<file path="src/srcp_params.svh">
// Constants for the serial reader command profile block
`ifndef SRCP_PARAMS_SVH
`define SRCP_PARAMS_SVH

`define SRCP_CLK_HZ 40000000
`define SRCP_BAUD 9600
`define SRCP_BAUD_DIV (`SRCP_CLK_HZ / `SRCP_BAUD)
`define SRCP_DATA_BITS 8
`define SRCP_FIFO_DEPTH 16
`define SRCP_CMD_MAXLEN 4

// Register offsets
`define SRCP_REG_CTRL 4'h0
`define SRCP_REG_STATUS 4'h1
`define SRCP_REG_TXDATA 4'h2
`define SRCP_REG_PROFILE 4'h3
`define SRCP_REG_RXDATA 4'h4

// Control word bit positions
`define SRCP_BIT_CMDMODE 0
`define SRCP_BIT_GATE 1

// Characters
`define SRCP_CH_STX 8'h02
`define SRCP_CH_CR 8'h0D
`define SRCP_CH_LF 8'h0A
`define SRCP_CH_DC2 8'h12
`define SRCP_CH_DC4 8'h14
`define SRCP_CH_V 8'h56
`define SRCP_CH_LI 8'h69
`define SRCP_CH_PLUS 8'h2B
`define SRCP_CH_MINUS 8'h2D
`define SRCP_CH_1 8'h31
`define SRCP_CH_2 8'h32
`define SRCP_CH_3 8'h33
`define SRCP_CH_0 8'h30
`define SRCP_CH_P 8'h50
`define SRCP_CH_C 8'h43
`define SRCP_CH_H 8'h48

// Profile switch positions
`define SRCP_POS_BAR 4'h5
`define SRCP_POS_2D 4'h6
`define SRCP_POS_IMG 4'h7
`define SRCP_POS_HAND 4'h8

`endif

</file>
<file path="src/srcp_pkg.sv">
// Types for the serial reader command profile block
`default_nettype none
package srcp_pkg;
  typedef enum logic [2:0] {PROF_NONE, PROF_BAR, PROF_2D, PROF_IMG, PROF_HAND} srcp_profile_t;
  typedef enum logic [2:0] {TX_IDLE, TX_STX, TX_BODY, TX_CR, TX_LF} srcp_frame_t;
  typedef enum logic [1:0] {SH_IDLE, SH_START, SH_DATA, SH_STOP} srcp_shift_t;
endpackage : srcp_pkg
`default_nettype wire

</file>
<file path="src/srcp_command_profiles.sv">
// Profile selection, command translation and serial framing for reader links
`default_nettype none
`include "srcp_params.svh"
module srcp_command_profiles (
  // Clock and reset
  input wire logic clk_sys,
  input wire logic reset_n,
  // Profile selector pins
  input wire logic [3:0] profileSelectSwitch,
  // Register port
  input wire logic [3:0] regAddr,
  input wire logic [15:0] regWrData,
  input wire logic regWrite,
  input wire logic regRead,
  output logic [15:0] regRdData,
  // Serial link
  output logic serialTx,
  input wire logic serialRx
);
  logic rstMeta_n;
  logic rstSync_n;
  logic [1:0] swMeta;
  logic [3:0] swSync0;
  logic [3:0] swSync1;
  logic rxMeta;
  logic rxSync;
  logic profileLatched;
  srcp_pkg::srcp_profile_t profile;
  logic [15:0] ctrlWord;
  logic [15:0] ctrlPrev;
  logic [15:0] pending;
  logic [15:0] rise;
  logic [15:0] fall;
  logic gateClosePend;
  logic cmdActive;
  logic [31:0] cmdBytes;
  logic [2:0] cmdLen;
  logic [2:0] cmdIdx;
  srcp_pkg::srcp_frame_t frame;
  logic [7:0] pushData;
  logic pushValid;
  logic pushReady;
  logic txValid;
  logic [7:0] txData;
  logic txReady;
  srcp_pkg::srcp_shift_t shState;
  logic [15:0] baudCnt;
  logic [2:0] bitIdx;
  logic [7:0] shReg;
  logic [7:0] rxLast;
  logic [15:0] dropCount;
  logic [3:0] pickBit;
  logic pickClose;
  logic pickFound;

  // Command table: 4 bytes, first byte in the top lane, and its length
  function automatic logic [34:0] cmdLookup(input srcp_pkg::srcp_profile_t p, input logic [3:0] b,
                                            input logic close);
    logic [34:0] r;
    r = '0;
    case (p)
      srcp_pkg::PROF_BAR: begin
        case (b)
          4'h0: r = {3'd1, `SRCP_CH_V, 24'h00_0000};
          4'h1: r = {3'd1, (close ? `SRCP_CH_MINUS : `SRCP_CH_PLUS), 24'h00_0000};
          4'h2: r = {3'd2, `SRCP_CH_1, `SRCP_CH_1, 16'h0000};
          4'h3: r = {3'd2, `SRCP_CH_1, `SRCP_CH_2, 16'h0000};
          4'h4: r = {3'd2, `SRCP_CH_1, `SRCP_CH_3, 16'h0000};
          4'hE: r = {3'd4, `SRCP_CH_P, `SRCP_CH_C, `SRCP_CH_2, `SRCP_CH_0};
          4'hF: r = {3'd1, `SRCP_CH_H, 24'h00_0000};
          default: r = '0;
        endcase
      end
      srcp_pkg::PROF_2D: begin
        case (b)
          4'h0: r = {3'd1, `SRCP_CH_LI, 24'h00_0000};
          4'h1: r = {3'd1, (close ? `SRCP_CH_DC4 : `SRCP_CH_DC2), 24'h00_0000};
          default: r = '0;
        endcase
      end
      srcp_pkg::PROF_IMG: begin
        case (b)
          4'h0: r = {3'd1, `SRCP_CH_V, 24'h00_0000};
          4'h1: r = close ? 35'h0 : {3'd1, `SRCP_CH_PLUS, 24'h00_0000};
          default: r = '0;
        endcase
      end
      default: r = '0;
    endcase
    return r;
  endfunction : cmdLookup

  // Reset release through two flops
  always_ff @(posedge clk_sys or negedge reset_n) begin
    if (!reset_n) begin
      rstMeta_n <= 1'b0;
      rstSync_n <= 1'b0;
    end else begin
      rstMeta_n <= 1'b1;
      rstSync_n <= rstMeta_n;
    end
  end

  // Pin synchronisers
  always_ff @(posedge clk_sys or negedge rstSync_n) begin
    if (!rstSync_n) begin
      swSync0 <= 4'h0;
      swSync1 <= 4'h0;
      rxMeta <= 1'b1;
      rxSync <= 1'b1;
      swMeta <= 2'b00;
    end else begin
      swSync0 <= profileSelectSwitch;
      swSync1 <= swSync0;
      rxMeta <= serialRx;
      rxSync <= rxMeta;
      swMeta <= {swMeta[0], 1'b1};
    end
  end

  // Switch is caught once, after the synchroniser has filled
  always_ff @(posedge clk_sys or negedge rstSync_n) begin
    if (!rstSync_n) begin
      profile <= srcp_pkg::PROF_NONE;
      profileLatched <= 1'b0;
    end else if (!profileLatched && swMeta[1]) begin
      profileLatched <= 1'b1;
      case (swSync1)
        `SRCP_POS_BAR: profile <= srcp_pkg::PROF_BAR;
        `SRCP_POS_2D: profile <= srcp_pkg::PROF_2D;
        `SRCP_POS_IMG: profile <= srcp_pkg::PROF_IMG;
        `SRCP_POS_HAND: profile <= srcp_pkg::PROF_HAND;
        default: profile <= srcp_pkg::PROF_NONE;
      endcase
    end
  end

  // Control word written by the fieldbus side
  always_ff @(posedge clk_sys or negedge rstSync_n) begin
    if (!rstSync_n) begin
      ctrlWord <= 16'h0000;
      ctrlPrev <= 16'h0000;
    end else begin
      ctrlPrev <= ctrlWord;
      if (regWrite && regAddr == `SRCP_REG_CTRL) begin
        ctrlWord <= regWrData;
      end
    end
  end

  assign rise = ctrlWord & ~ctrlPrev;
  assign fall = ~ctrlWord & ctrlPrev;

  // Lowest pending bit wins, but the gate close request goes first once bit 1 is no longer pending
  always_comb begin
    pickBit = 4'h0;
    pickClose = 1'b0;
    pickFound = 1'b0;
    if (gateClosePend && !pending[`SRCP_BIT_GATE]) begin
      pickBit = 4'h1;
      pickClose = 1'b1;
      pickFound = 1'b1;
    end else begin
      for (int i = 15; i >= 0; i--) begin
        if (pending[i]) begin
          pickBit = 4'(i);
          pickFound = 1'b1;
        end
      end
    end
  end

  // Edge capture; the set of a new edge wins over the clear of a served one
  always_ff @(posedge clk_sys or negedge rstSync_n) begin
    if (!rstSync_n) begin
      pending <= 16'h0000;
      gateClosePend <= 1'b0;
    end else begin
      logic [15:0] nextPending;
      logic nextClose;
      nextPending = pending;
      nextClose = gateClosePend;
      if (!cmdActive && frame == srcp_pkg::TX_IDLE && pickFound) begin
        if (pickClose) begin
          nextClose = 1'b0;
        end else begin
          nextPending[pickBit] = 1'b0;
        end
      end
      if (ctrlWord[`SRCP_BIT_CMDMODE] && profile != srcp_pkg::PROF_HAND) begin
        nextPending = nextPending | rise;
        if (fall[`SRCP_BIT_GATE]) begin
          nextClose = 1'b1;
        end
      end
      pending <= nextPending;
      gateClosePend <= nextClose;
    end
  end

  // Command loader and telegram framer
  always_ff @(posedge clk_sys or negedge rstSync_n) begin
    if (!rstSync_n) begin
      cmdActive <= 1'b0;
      cmdBytes <= 32'h0000_0000;
      cmdLen <= 3'd0;
      cmdIdx <= 3'd0;
      frame <= srcp_pkg::TX_IDLE;
    end else if (!cmdActive) begin
      if (pickFound) begin
        logic [34:0] entry;
        entry = cmdLookup(profile, pickBit, pickClose);
        if (entry[34:32] != 3'd0) begin
          cmdActive <= 1'b1;
          cmdBytes <= entry[31:0];
          cmdLen <= entry[34:32];
          cmdIdx <= 3'd0;
          frame <= (profile == srcp_pkg::PROF_HAND) ? srcp_pkg::TX_BODY : srcp_pkg::TX_STX;
        end
      end
    end else if (pushReady) begin
      case (frame)
        srcp_pkg::TX_STX: frame <= srcp_pkg::TX_BODY;
        srcp_pkg::TX_BODY: begin
          cmdBytes <= {cmdBytes[23:0], 8'h00};
          cmdIdx <= cmdIdx + 3'd1;
          if (cmdIdx + 3'd1 == cmdLen) begin
            frame <= srcp_pkg::TX_CR;
          end
        end
        srcp_pkg::TX_CR: frame <= srcp_pkg::TX_LF;
        srcp_pkg::TX_LF: begin
          frame <= srcp_pkg::TX_IDLE;
          cmdActive <= 1'b0;
        end
        default: frame <= srcp_pkg::TX_IDLE;
      endcase
    end
  end

  always_comb begin
    case (frame)
      srcp_pkg::TX_STX: pushData = `SRCP_CH_STX;
      srcp_pkg::TX_BODY: pushData = cmdBytes[31:24];
      srcp_pkg::TX_CR: pushData = `SRCP_CH_CR;
      srcp_pkg::TX_LF: pushData = `SRCP_CH_LF;
      default: pushData = 8'h00;
    endcase
  end
  assign pushValid = cmdActive && frame != srcp_pkg::TX_IDLE;

  srcp_fifo #(.WIDTH(`SRCP_DATA_BITS), .DEPTH(`SRCP_FIFO_DEPTH)) txFifo (
    .clk_sys(clk_sys),
    .rstSync_n(rstSync_n),
    .inValid(pushValid),
    .inData(pushData),
    .inReady(pushReady),
    .outValid(txValid),
    .outData(txData),
    .outReady(txReady)
  );

  // 8N1 transmitter at the fixed default rate, no flow control
  assign txReady = (shState == srcp_pkg::SH_IDLE);
  always_ff @(posedge clk_sys or negedge rstSync_n) begin
    if (!rstSync_n) begin
      shState <= srcp_pkg::SH_IDLE;
      baudCnt <= 16'h0000;
      bitIdx <= 3'd0;
      shReg <= 8'h00;
      serialTx <= 1'b1;
    end else begin
      case (shState)
        srcp_pkg::SH_IDLE: begin
          serialTx <= 1'b1;
          if (txValid) begin
            shReg <= txData;
            shState <= srcp_pkg::SH_START;
            baudCnt <= 16'(`SRCP_BAUD_DIV - 1);
            serialTx <= 1'b0;
          end
        end
        srcp_pkg::SH_START, srcp_pkg::SH_DATA, srcp_pkg::SH_STOP: begin
          if (baudCnt != 16'h0000) begin
            baudCnt <= baudCnt - 16'h0001;
          end else begin
            baudCnt <= 16'(`SRCP_BAUD_DIV - 1);
            if (shState == srcp_pkg::SH_START) begin
              shState <= srcp_pkg::SH_DATA;
              bitIdx <= 3'd0;
              serialTx <= shReg[0];
            end else if (shState == srcp_pkg::SH_DATA) begin
              if (bitIdx == 3'd7) begin
                shState <= srcp_pkg::SH_STOP;
                serialTx <= 1'b1;
              end else begin
                bitIdx <= bitIdx + 3'd1;
                serialTx <= shReg[3'd1 + bitIdx];
              end
            end else begin
              shState <= srcp_pkg::SH_IDLE;
            end
          end
        end
        default: shState <= srcp_pkg::SH_IDLE;
      endcase
    end
  end

  // Line level sampled for status only; reply parsing lives elsewhere
  always_ff @(posedge clk_sys or negedge rstSync_n) begin
    if (!rstSync_n) begin
      rxLast <= 8'h00;
      dropCount <= 16'h0000;
    end else begin
      rxLast <= {rxLast[6:0], rxSync};
      if (regWrite && regAddr == `SRCP_REG_CTRL && !regWrData[`SRCP_BIT_CMDMODE] && (|regWrData[15:1])) begin
        dropCount <= dropCount + 16'h0001;
      end
    end
  end

  // Read port: data stand one cycle after the strobe
  always_ff @(posedge clk_sys or negedge rstSync_n) begin
    if (!rstSync_n) begin
      regRdData <= 16'h0000;
    end else if (regRead) begin
      case (regAddr)
        `SRCP_REG_CTRL: regRdData <= ctrlWord;
        `SRCP_REG_STATUS: regRdData <= {10'h000, profileLatched, cmdActive, txValid, !pushReady,
                                        shState != srcp_pkg::SH_IDLE, gateClosePend};
        `SRCP_REG_TXDATA: regRdData <= pending;
        `SRCP_REG_PROFILE: regRdData <= {13'h0000, profile};
        `SRCP_REG_RXDATA: regRdData <= {rxLast, 8'h00} | {8'h00, dropCount[7:0]};
        default: regRdData <= 16'h0000;
      endcase
    end else begin
      regRdData <= 16'h0000;
    end
  end
endmodule : srcp_command_profiles
`default_nettype wire

</file>
<file path="src/srcp_fifo.sv">
// Byte FIFO with valid/ready on both sides
`default_nettype none
module srcp_fifo #(
  parameter int WIDTH = 8,
  parameter int DEPTH = 16
) (
  // Clock and reset
  input wire logic clk_sys,
  input wire logic rstSync_n,
  // Fill side
  input wire logic inValid,
  input wire logic [WIDTH-1:0] inData,
  output logic inReady,
  // Drain side
  output logic outValid,
  output logic [WIDTH-1:0] outData,
  input wire logic outReady
);
  localparam int AW = $clog2(DEPTH);
  logic [WIDTH-1:0] mem [DEPTH];
  logic [AW-1:0] wrPtr;
  logic [AW-1:0] rdPtr;
  logic [AW:0] count;
  logic doWrite;
  logic doRead;
  logic [AW-1:0] nextRd;

  assign inReady = (count != (AW+1)'(DEPTH));
  assign outValid = (count != '0);
  assign doWrite = inValid && inReady;
  assign doRead = outValid && outReady;
  assign nextRd = doRead ? rdPtr + 1'b1 : rdPtr;

  // Read word is registered; a write into the slot about to be shown passes straight through
  always_ff @(posedge clk_sys) begin
    if (doWrite) begin
      mem[wrPtr] <= inData;
    end
    outData <= (doWrite && wrPtr == nextRd) ? inData : mem[nextRd];
  end

  always_ff @(posedge clk_sys or negedge rstSync_n) begin
    if (!rstSync_n) begin
      wrPtr <= '0;
      rdPtr <= '0;
      count <= '0;
    end else begin
      if (doWrite) begin
        wrPtr <= wrPtr + 1'b1;
      end
      if (doRead) begin
        rdPtr <= rdPtr + 1'b1;
      end
      case ({doWrite, doRead})
        2'b10: count <= count + 1'b1;
        2'b01: count <= count - 1'b1;
        default: count <= count;
      endcase
    end
  end
endmodule : srcp_fifo
`default_nettype wire

</file>
<file path="config.mk">
export PLATFORM = sky130hd
export DESIGN_NAME = srcp_command_profiles
export DESIGN_NICKNAME = d
export VERILOG_FILES = /design/src/srcp_pkg.sv /design/src/srcp_command_profiles.sv /design/src/srcp_fifo.sv
export VERILOG_INCLUDE_DIRS = /design/src
export SDC_FILE = /design/constraint.sdc
export NUM_CORES = 1
export LEC_CHECK = 0
export BUFFER_PORTS_ARGS = -buffer_cell sky130_fd_sc_hd__buf_2
export CAP_MARGIN = 20
export CORE_ASPECT_RATIO = 1.75
export CORE_MARGIN = 5
export CORE_UTILIZATION = 55
export DETAILED_ROUTE_END_ITERATION = 7
export PLACE_DENSITY = 0.86
export SLEW_MARGIN = 15
export SYNTH_ARGS = -nofsm -noshare
export SYNTH_HDL_FRONTEND = slang
export SYNTH_HIERARCHICAL = 1
export SYNTH_SLANG_ARGS = --single-unit
export TNS_END_PERCENT = 1
</file>
<file path="constraint.sdc">
create_clock -name clk_sys -period 5 [get_ports clk_sys]
set_input_delay 0.5 -clock clk_sys [delete_from_list [all_inputs] [get_ports clk_sys]]
set_output_delay 0.5 -clock clk_sys [all_outputs]
set_load 0.01 [all_outputs]
</file>
==> results by group, run 1 <==
Power
  • Switching share of power: 33.0%
  • Switching power: 0.00249 W
  • Power Internal: 0.00506 W
  • Pleak: 5.57 nW
  • Max VDD drop: 0.503 mV
  • PwrDens: 537 nW/um2
  • Comb pwr share: 27.1%
  • Clock power frac: 26.8%
  • Sequential Power Share: 46.1%

Clock network
  • CTS tree: built
  • Clock transition at path regs: 0.07 ns
  • Clk_lat worst skew: 0.53 ns
  • CTS Sinks: 296
  • CTS Buffer Depth: 3
  • Setup Buffers After CTS: 0
  • H-tree levels: 1
  • Root Driver: clkbuf_16
  • Cts bufs inserted: 25

Timing
  • Crit path time final: 3.21 ns
  • F_max: 312 MHz
  • Fin Setup TNS: 0 ns
  • Layout Skew: 0.0117 ns
  • RSZ-0062 raised after global routing: no
  • Fin crit share: 64.1%
  • Pins Over Slew Limit: 0
  • Hold Fails Final Rpt: 0
  • Final Setup Violations: 0
  • Worst-Margin Slew: 1.09 ns
  • Relative slew slack: 26.8%
  • Post-route setup slack: 1.79 ns

Status
  • Status: finished clean

Drt
  • Pre-antenna DRT Iters: 6
  • Via count: 7897
  • DRT Wirelength: 27.2 mm
  • Final routed DRC violation total: 0
  • Detail-routed net length per standard cell: 21.0 um
  • ANT nets after route: 0
  • Mean number of vias per cell: 6.09
  • Drt initial violations: 598

Synth
  • Cell area after synthesis: 12600 um2
  • Most used flip-flop cell after synthesis: dfrtp_1
  • Synthesis Warnings: 6
  • Synth Instances: 915
  • Netlist cell types: 74
  • Post-synth EDFFs: 128
  • Synthesized flop and latch total: 296
  • Post-synth top area cell: dfrtp_1
  • Seq/Total Area, Yosys: 63.6%
  • Ys async rst share: 55.4%
  • Synth top area share: 31.9%
  • Syn avg cell area: 13.8 um2
  • Synth area leaders: dfrtp_1, edfxtp_1, mux4_1

Worst setup path
  • Worst path buffer plus inverter count: 0
  • Crit path max-delay family: compound AO/OA/AOI/OAI gates
  • Crit path cell chain: or3_1 -> o22ai_1 -> nand3_1 -> o22a_1 -> a21o_1 -> nand2_2 -> mux2_2
  • R2R Setup Slk: 1.79 ns
  • Worst Setup Start Kind: flop
  • Worst EP required: 5.41 ns
  • Setup CP Type: reg -> reg
  • Slowest cell delay on critical path: 0.69 ns
  • CP max-delay cell: o22ai_1
  • Cell count along the critical path: 7
  • Critical Path AT: 3.62 ns
  • Crit end category: flop
  • FF-to-FF path depth: 7
  • Crit path max fanout: 12

Floorplan
  • Die width: 125 um
  • Num rows: 73
  • Initial core utilization: 55.7%
  • Core footprint: 22700 um2
  • Die height: 210 um
  • Die area: 26200 um2
  • # IOs: 46

Global routing
  • GR peak layer: met2
  • GR Util met1: 22.1%
  • Grt met3 use: 2.00%
  • Met2 Resource Use GR: 39.6%
  • First-pass GRT wire length: 43.3 mm
  • GRT Overall Usage: 20.8%
  • Vias in the first global route: 8122
  • Grt ovf: 0
  • Antenna violations before repair: 1
  • Pin count of the biggest net entering global routing: 68

Placement
  • PortBufs: 45
  • Dpl ws: 1.55 ns
  • GP Congestion: 0.971
  • Detailed placement HPWL: 19.0 mm

Final layout
  • Commonest non-fill, non-tap cell in the layout: dfrtp_1
  • Commonest cells after routing, fill and taps aside: dfrtp_1, edfxtp_1, nand2_1
  • Final nets: 1025
  • Share of cells above drive strength 1: 17.8%
  • Syn-to-layout area delta: 11.3%

Worst hold path
  • WHS Path Cells: 1
  • Hold Crit Class: in -> reg

Flow run
  • Max_cap viols: 0
through the flow:
step | utilization (%) | hold slack (ns) | power (W) | instances | cell area [um2]
detailed placement | 58.1 | 0.287 | 0.00555 | 1249 | 13200
global placement | 58.1 | 0.286 | 0.00543 | 1248 | 13200
finish | 62.0 | 0.0575 | 0.00755 | 1297 | 14000
CTS | 61.9 | 0.0415 | 0.00759 | 1295 | 14000
global route | 62.0 | 0.0517 | 0.00792 | 1297 | 14000
floorplan | - | 0.204 | 0.00498 | 931 | 12700
area by class of cell:
cell class | instances | area (um2)
fill | 1702 | 8600
sequential | 296 | 8040
multi-input combinational | 578 | 4390
clock buffer | 26 | 629
tap | 300 | 375
timing repair buffer | 56 | 308
clock inverter | 19 | 225
inverter | 21 | 78.8
antenna | 1 | 2.50
per-layer routing:
| layer | part of all wire (%) | routed length [um] |
|---|---|---|
| met5 | 0 | 0 |
| met4 | 6.5 | 1780 |
| met3 | 4.0 | 1100 |
| met2 | 56 | 15100 |
| met1 | 34 | 9210 |
flip-flops by register name (all words and copies together) (netlist names), 2 cells and up, named ones only:
signal,count
shState,2
txFifo/count,5
regRdData,16
pending,16
swSync1,4
ctrlPrev,16
txFifo/mem,128
ctrlWord,16
frame,3
bitIdx,3
cmdLen,3
txFifo/rdPtr,4
profile,3
cmdBytes,12
swMeta,2
shReg,8
txFifo/wrPtr,4
cmdIdx,3
rxLast,8
dropCount,8
baudCnt,16
swSync0,4
power by group through the flow:
stage	clock [W]	combinational, W	sequential (W)
6_report	0.00202	0.00205	0.00348
5_1_grt	0.00215	0.00223	0.00355
4_1_cts	0.00206	0.00205	0.00348
3_5_place_dp	0	0.00203	0.00352
3_3_place_gp	0	0.00194	0.00349
2_1_floorplan	0	0.00169	0.00329
cell usage after synthesis (7+ instances only):
| cell type | n |
|---|---|
| xor2_1 | 11 |
| nand2_1 | 63 |
| mux4_2 | 16 |
| o21ai_0 | 61 |
| mux4_1 | 18 |
| a222oi_1 | 16 |
| inv_1 | 21 |
| nor3_1 | 22 |
| edfxtp_1 | 128 |
| nor2_1 | 63 |
| a22o_1 | 9 |
| a21oi_1 | 27 |
| clkbuf_1 | 17 |
| ha_1 | 18 |
| nor4_1 | 11 |
| mux2_2 | 36 |
| nand3_1 | 16 |
| a22oi_1 | 21 |
| xnor2_1 | 15 |
| dfrtp_1 | 161 |
| nand2b_1 | 28 |
| o21ai_1 | 10 |
| buf_2 | 7 |
final timing paths:
check,start,endpoint
max reg2reg,pending[1]$_DFF_PN0_,cmdBytes[17]$_DFFE_PN0P_
min,serialRx,rxMeta$_DFF_PN1_
max,pending[1]$_DFF_PN0_,cmdBytes[17]$_DFFE_PN0P_
max in group asynchronous,rstSync_n$_DFF_PN0_,dropCount[1]$_DFFE_PN0P_
min reg2reg,rstSync_n$_DFF_PN0_,profile[2]$_DFFE_PN0P_
min in group asynchronous,reset_n,rstSync_n$_DFF_PN0_
cells by family after synthesis:
logic type                 Yosys count  synth area share (%)
AOI/OAI and AO/OA                  189                  10.1
xor gates and xnor gates            26                  1.80
adders and majority gates           18                  1.78
buffers and inverters               57                  2.21
DFF                                296                  63.6
muxes                               74                  10.1
other                                2                0.0595
and+or+nand+nor                    253                  10.3
what timing repair did:
item | in CTS | in global routing
gates resized for setup | 0 | 0
hold buffers | 1 | 0
hold endpoints to repair | 2 | 0
No activity file was read; power rests on OpenSTA's default activity.
==> run 2, diff against run 1 <==
--- a/config.mk
+++ b/config.mk
@@ -6,13 +6,14 @@
 export SDC_FILE = /design/constraint.sdc
 export NUM_CORES = 1
 export LEC_CHECK = 0
+export ABC_AREA = 1
 export BUFFER_PORTS_ARGS = -buffer_cell sky130_fd_sc_hd__buf_2
 export CAP_MARGIN = 20
 export CORE_ASPECT_RATIO = 1.75
 export CORE_MARGIN = 5
 export CORE_UTILIZATION = 55
 export DETAILED_ROUTE_END_ITERATION = 7
-export PLACE_DENSITY = 0.86
+export PLACE_DENSITY = 0.83
 export SLEW_MARGIN = 15
 export SYNTH_ARGS = -nofsm -noshare
 export SYNTH_HDL_FRONTEND = slang
==> constraint.sdc (replaced) <==
create_clock -name clk_sys -period 3.1 [get_ports clk_sys]
set_input_delay 0.31 -clock clk_sys [delete_from_list [all_inputs] [get_ports clk_sys]]
set_output_delay 0.31 -clock clk_sys [all_outputs]
set_load 0.01 [all_outputs]
==> run 2 against run 1 <==
Effect of this change: clock-buffer cell count is 8 higher; sequential power grew 58%; routed wire length rose by 8.8%; first-iteration DRC count down 1.7%; synthesized area is 5.0% higher; fmax rose by 22%; global-route usage rose by 0.86 points; worst setup slack lost 1.3 ns; clock power up 69%; register-to-register slack worse by 1.3 ns; clock skew grew 0.0021 ns; largest cell class unchanged; highest routed layer unchanged.
==> results by group, run 2 <==
Synth
  • Synth top area share: 30.4% (-1.5 points)
  • Most frequent cell after synthesis: nand2_1
  • Ys async rst share: 55.4% (unchanged)
  • Post-synth top area cell: dfrtp_1
  • Synth Instances: 1331 (+45%)
  • Synthesized flop and latch total: 296 (unchanged)
  • Most used flip-flop cell after synthesis: dfrtp_1
  • Cell area after synthesis: 13300 um2 (+5.0%)
  • Synth area leaders: dfrtp_1, edfxtp_1, nand2_1
  • Post-synth EDFFs: 128 (unchanged)
  • Seq/Total Area, Yosys: 60.6% (-3.0 points)
  • Synthesis Warnings: 6 (unchanged)
  • Netlist cell types: 49 (-34%)
  • Most frequent cells after synthesis: nand2_1, inv_1, dfrtp_1
  • Syn avg cell area: 9.96 um2 (-28%)

Timing
  • Relative slew slack: 45.1% (+18 points)
  • Pins Over Slew Limit: 0 (unchanged)
  • Layout Skew: 0.0138 ns (+0.00209 ns)
  • Final Setup Violations: 0 (unchanged)
  • F_max: 379 MHz (+22%)
  • Fin Setup TNS: 0 ns (unchanged)
  • RSZ-0062 raised after global routing: no
  • Hold Fails Final Rpt: 0 (unchanged)
  • Fin crit share: 85.1% (+21 points)
  • Crit path time final: 2.64 ns (-0.568 ns)
  • Worst-Margin Slew: 0.824 ns (-0.270 ns)

Worst setup path
  • Crit path cell chain: inv_1 -> ha_1 -> nand2_1 -> inv_1 -> ha_1 -> inv_1 -> nand2_1 -> nand2_1 -> ha_1 -> inv_1 -> nand2_1 -> nand3_1 -> nand3_1 -> nand3_1 -> nand2_1
  • Setup CP Type: reg -> reg
  • R2R Setup Slk: 0.46 ns (-1.33 ns)
  • Crit path top cell by count: nand2_1
  • R2r startpoint: shState[0]$_DFFE_PN0P_
  • Crit path max fanout: 7 (-5)
  • FF-to-FF path depth: 15 (+8)
  • Worst Setup Start Kind: flop
  • Worst EP required: 3.53 ns (-1.88 ns)
  • Worst flop-to-flop path endpoint: txFifo/count[4]$_DFFE_PN0P_
  • CP max-delay cell: dfrtp_1
  • Critical Path AT: 3.07 ns (-0.55 ns)
  • Slowest cell delay on critical path: 0.41 ns (-0.28 ns)
  • Crit end category: flop

Global routing
  • Antenna violations before repair: 0 (-1)
  • GR peak layer: met2
  • Vias in the first global route: 9749 (+20%)
  • First-pass GRT wire length: 47.7 mm (+10%)
  • Grt met3 use: 2.13% (+0.12 points)
  • Met2 Resource Use GR: 40.6% (+1.0 points)
  • GRT Overall Usage: 21.7% (+0.86 points)
  • GR Util met1: 22.4% (+0.24 points)
  • Pin count of the biggest net entering global routing: 80 (+18%)
  • Grt ovf: 0 (unchanged)

Clock network
  • CTS Hold Bufs: 6 (+5)
  • Clk_lat worst skew: 0.54 ns (about the same)
  • Setup Buffers After CTS: 0 (unchanged)
  • Clock transition at path regs: 0.07 ns (about the same)
  • Post_cts resized: 0 (unchanged)
  • CTS Buffer Depth: 3 (unchanged)
  • CTS Sinks: 296 (unchanged)
  • CTS tree: built
  • Root Driver: clkbuf_16
  • Cts bufs inserted: 26 (+4.0%)
  • H-tree levels: 1 (unchanged)

Placement
  • Detailed placement HPWL: 21.0 mm (+11%)
  • Placed insts: 1687 (+35%)
  • GP Congestion: 0.956 (-1.5%)
  • PortBufs: 45 (unchanged)

Drt
  • Mean number of vias per cell: 5.49 (-9.8%)
  • Final routed DRC violation total: 0 (unchanged)
  • DRT Wirelength: 29.6 mm (+8.8%)
  • Pre-antenna DRT Iters: 5 (-1)
  • Detail-routed net length per standard cell: 17.0 um (-19%)
  • ANT nets after route: 0 (unchanged)
  • Via count: 9554 (+21%)
  • Drt initial violations: 588 (-1.7%)

Final layout
  • FF/Latch Area: 8040 um2 (about the same)
  • N_diodes: 0 (-1)
  • Final nets: 1460 (+42%)
  • Area occupied by multi-input gates: 4290 um2 (-2.5%)
  • Commonest cells after routing, fill and taps aside: nand2_1, inv_1, dfrtp_1
  • Share of cells above drive strength 1: 12.2% (-5.6 points)
  • Commonest non-fill, non-tap cell in the layout: nand2_1
  • # fillers: 1892 (+11%)
  • Post-layout util: 62.4% (+0.35 points)
  • Number of flip-flops in the largest register: 128 (unchanged)
  • Final non-filler cell total: 1740 (+34%)
  • Syn-to-layout area delta: 12.6%
  • Largest register by flop count: txFifo/mem

Power
  • Pleak: 6.80 nW (+22%)
  • PwrDens: 874 nW/um2 (+63%)
  • Max VDD drop: 0.546 mV (+8.5%)

Worst hold path
  • Worst Min Path Start: regWrData[3]
  • Hold Crit Endpoint: ctrlWord[3]$_DFFE_PN0P_
  • Hold Crit Class: in -> reg
  • WHS Path Cells: 3 (+2)

Floorplan
  • Die height: 215 um (+2.4%)
  • Num rows: 75 (+2.7%)
  • Core footprint: 23900 um2 (+5.6%)
  • # IOs: 46 (unchanged)
  • Die area: 27400 um2 (+4.7%)
  • Initial core utilization: 55.4% (-0.33 points)
  • Die width: 127 um (+2.3%)

Flow run
  • Max_cap viols: 0 (unchanged)

Status
  • Status: finished clean
==> run 2: cell count changes after synthesis, moves of 12 or more <==
cell / previous run / this run
a222oi_1: 16 / 0
o211ai_1: 1 / 48
buf_2: 7 / 19
nand2_1: 63 / 283
o21ai_0: 61 / 79
mux2_2: 36 / 8
inv_1: 21 / 203
mux4_2: 16 / 0
nor2_1: 63 / 89
nand3_1: 16 / 89
a22oi_1: 21 / 0
nand2b_1: 28 / 0
mux4_1: 18 / 0
==> run 2: worst max-delay path by stage <==
stage                                 startpoint                           to  depth (start not counted)
after detailed placement  shState[0]$_DFFE_PN0P_  txFifo/count[4]$_DFFE_PN0P_                         15
after floorplan              rstSync_n$_DFF_PN0_       baudCnt[0]$_DFFE_PN0N_                          0
final                     shState[0]$_DFFE_PN0P_  txFifo/count[4]$_DFFE_PN0P_                         15
after CTS                 shState[0]$_DFFE_PN0P_  txFifo/count[4]$_DFFE_PN0P_                         15
after global placement    shState[0]$_DFFE_PN0P_  txFifo/count[4]$_DFFE_PN0P_                         15
after global routing      shState[0]$_DFFE_PN0P_  txFifo/count[4]$_DFFE_PN0P_                         15
==> run 2: final cells by class <==
type | instances | area share, %
flip-flops and latches | 296 | 53.9
multi-input cells | 801 | 28.7
inverters | 212 | 5.33
clock buffers | 34 | 5.12
repair buffers | 76 | 3.34
well taps | 308 | 2.58
clock inverters | 13 | 1.06
==> run 2: through the flow <==
stage | total power, W | cell area, um2 | hold slack (ns) | setup WS (ns)
3_5_place_dp | 0.00960 | 13900 | 0.0973 | 0.524
2_1_floorplan | 0.00839 | 13300 | 0.0144 | 0.389
6_report | 0.0130 | 14900 | 0.0376 | 0.461
5_1_grt | 0.0138 | 14900 | 0.0495 | 0.218
4_1_cts | 0.0131 | 14900 | 0.0173 | 0.445
3_3_place_gp | 0.00942 | 13900 | 0.0974 | 0.595
==> run 2: logic make-up after synthesis <==
logic type	Yosys count	share of synthesized area, %
other	2	0.0566
adders and majority gates	18	1.70
AOI/OAI and AO/OA	214	10.7
and+or+nand+nor	514	16.8
buffers and inverters	250	7.60
DFF	296	60.6
muxes	8	0.680
xor gates and xnor gates	29	1.92
==> run 2: worst max-delay path, delay by kind of cell (launching register included) <==
family | cells | cell delay [ns]
simple gates | 8 | 0.77
flops | 1 | 0.41
buf+inv | 4 | 0.45
fa+ha+maj | 3 | 0.88
==> run 2: power by group <==
part / switching, W / internal [W] / leakage [nW]
Sequential: 0.000590 / 0.00492 / 3.17
Combinational: 0.00275 / 0.00135 / 3.18
Clock: 0.00143 / 0.00200 / 0.450
Total: 0.00477 / 0.00827 / 6.80
==> run 2: routing by layer <==
| metal | vias up | wire length [um] |
|---|---|---|
| li1 | 4570 | - |
| met1 | 4589 | 10200 |
| met2 | 282 | 16200 |
| met3 | 113 | 1160 |
| met4 | 0 | 2060 |
| met5 | - | 0 |
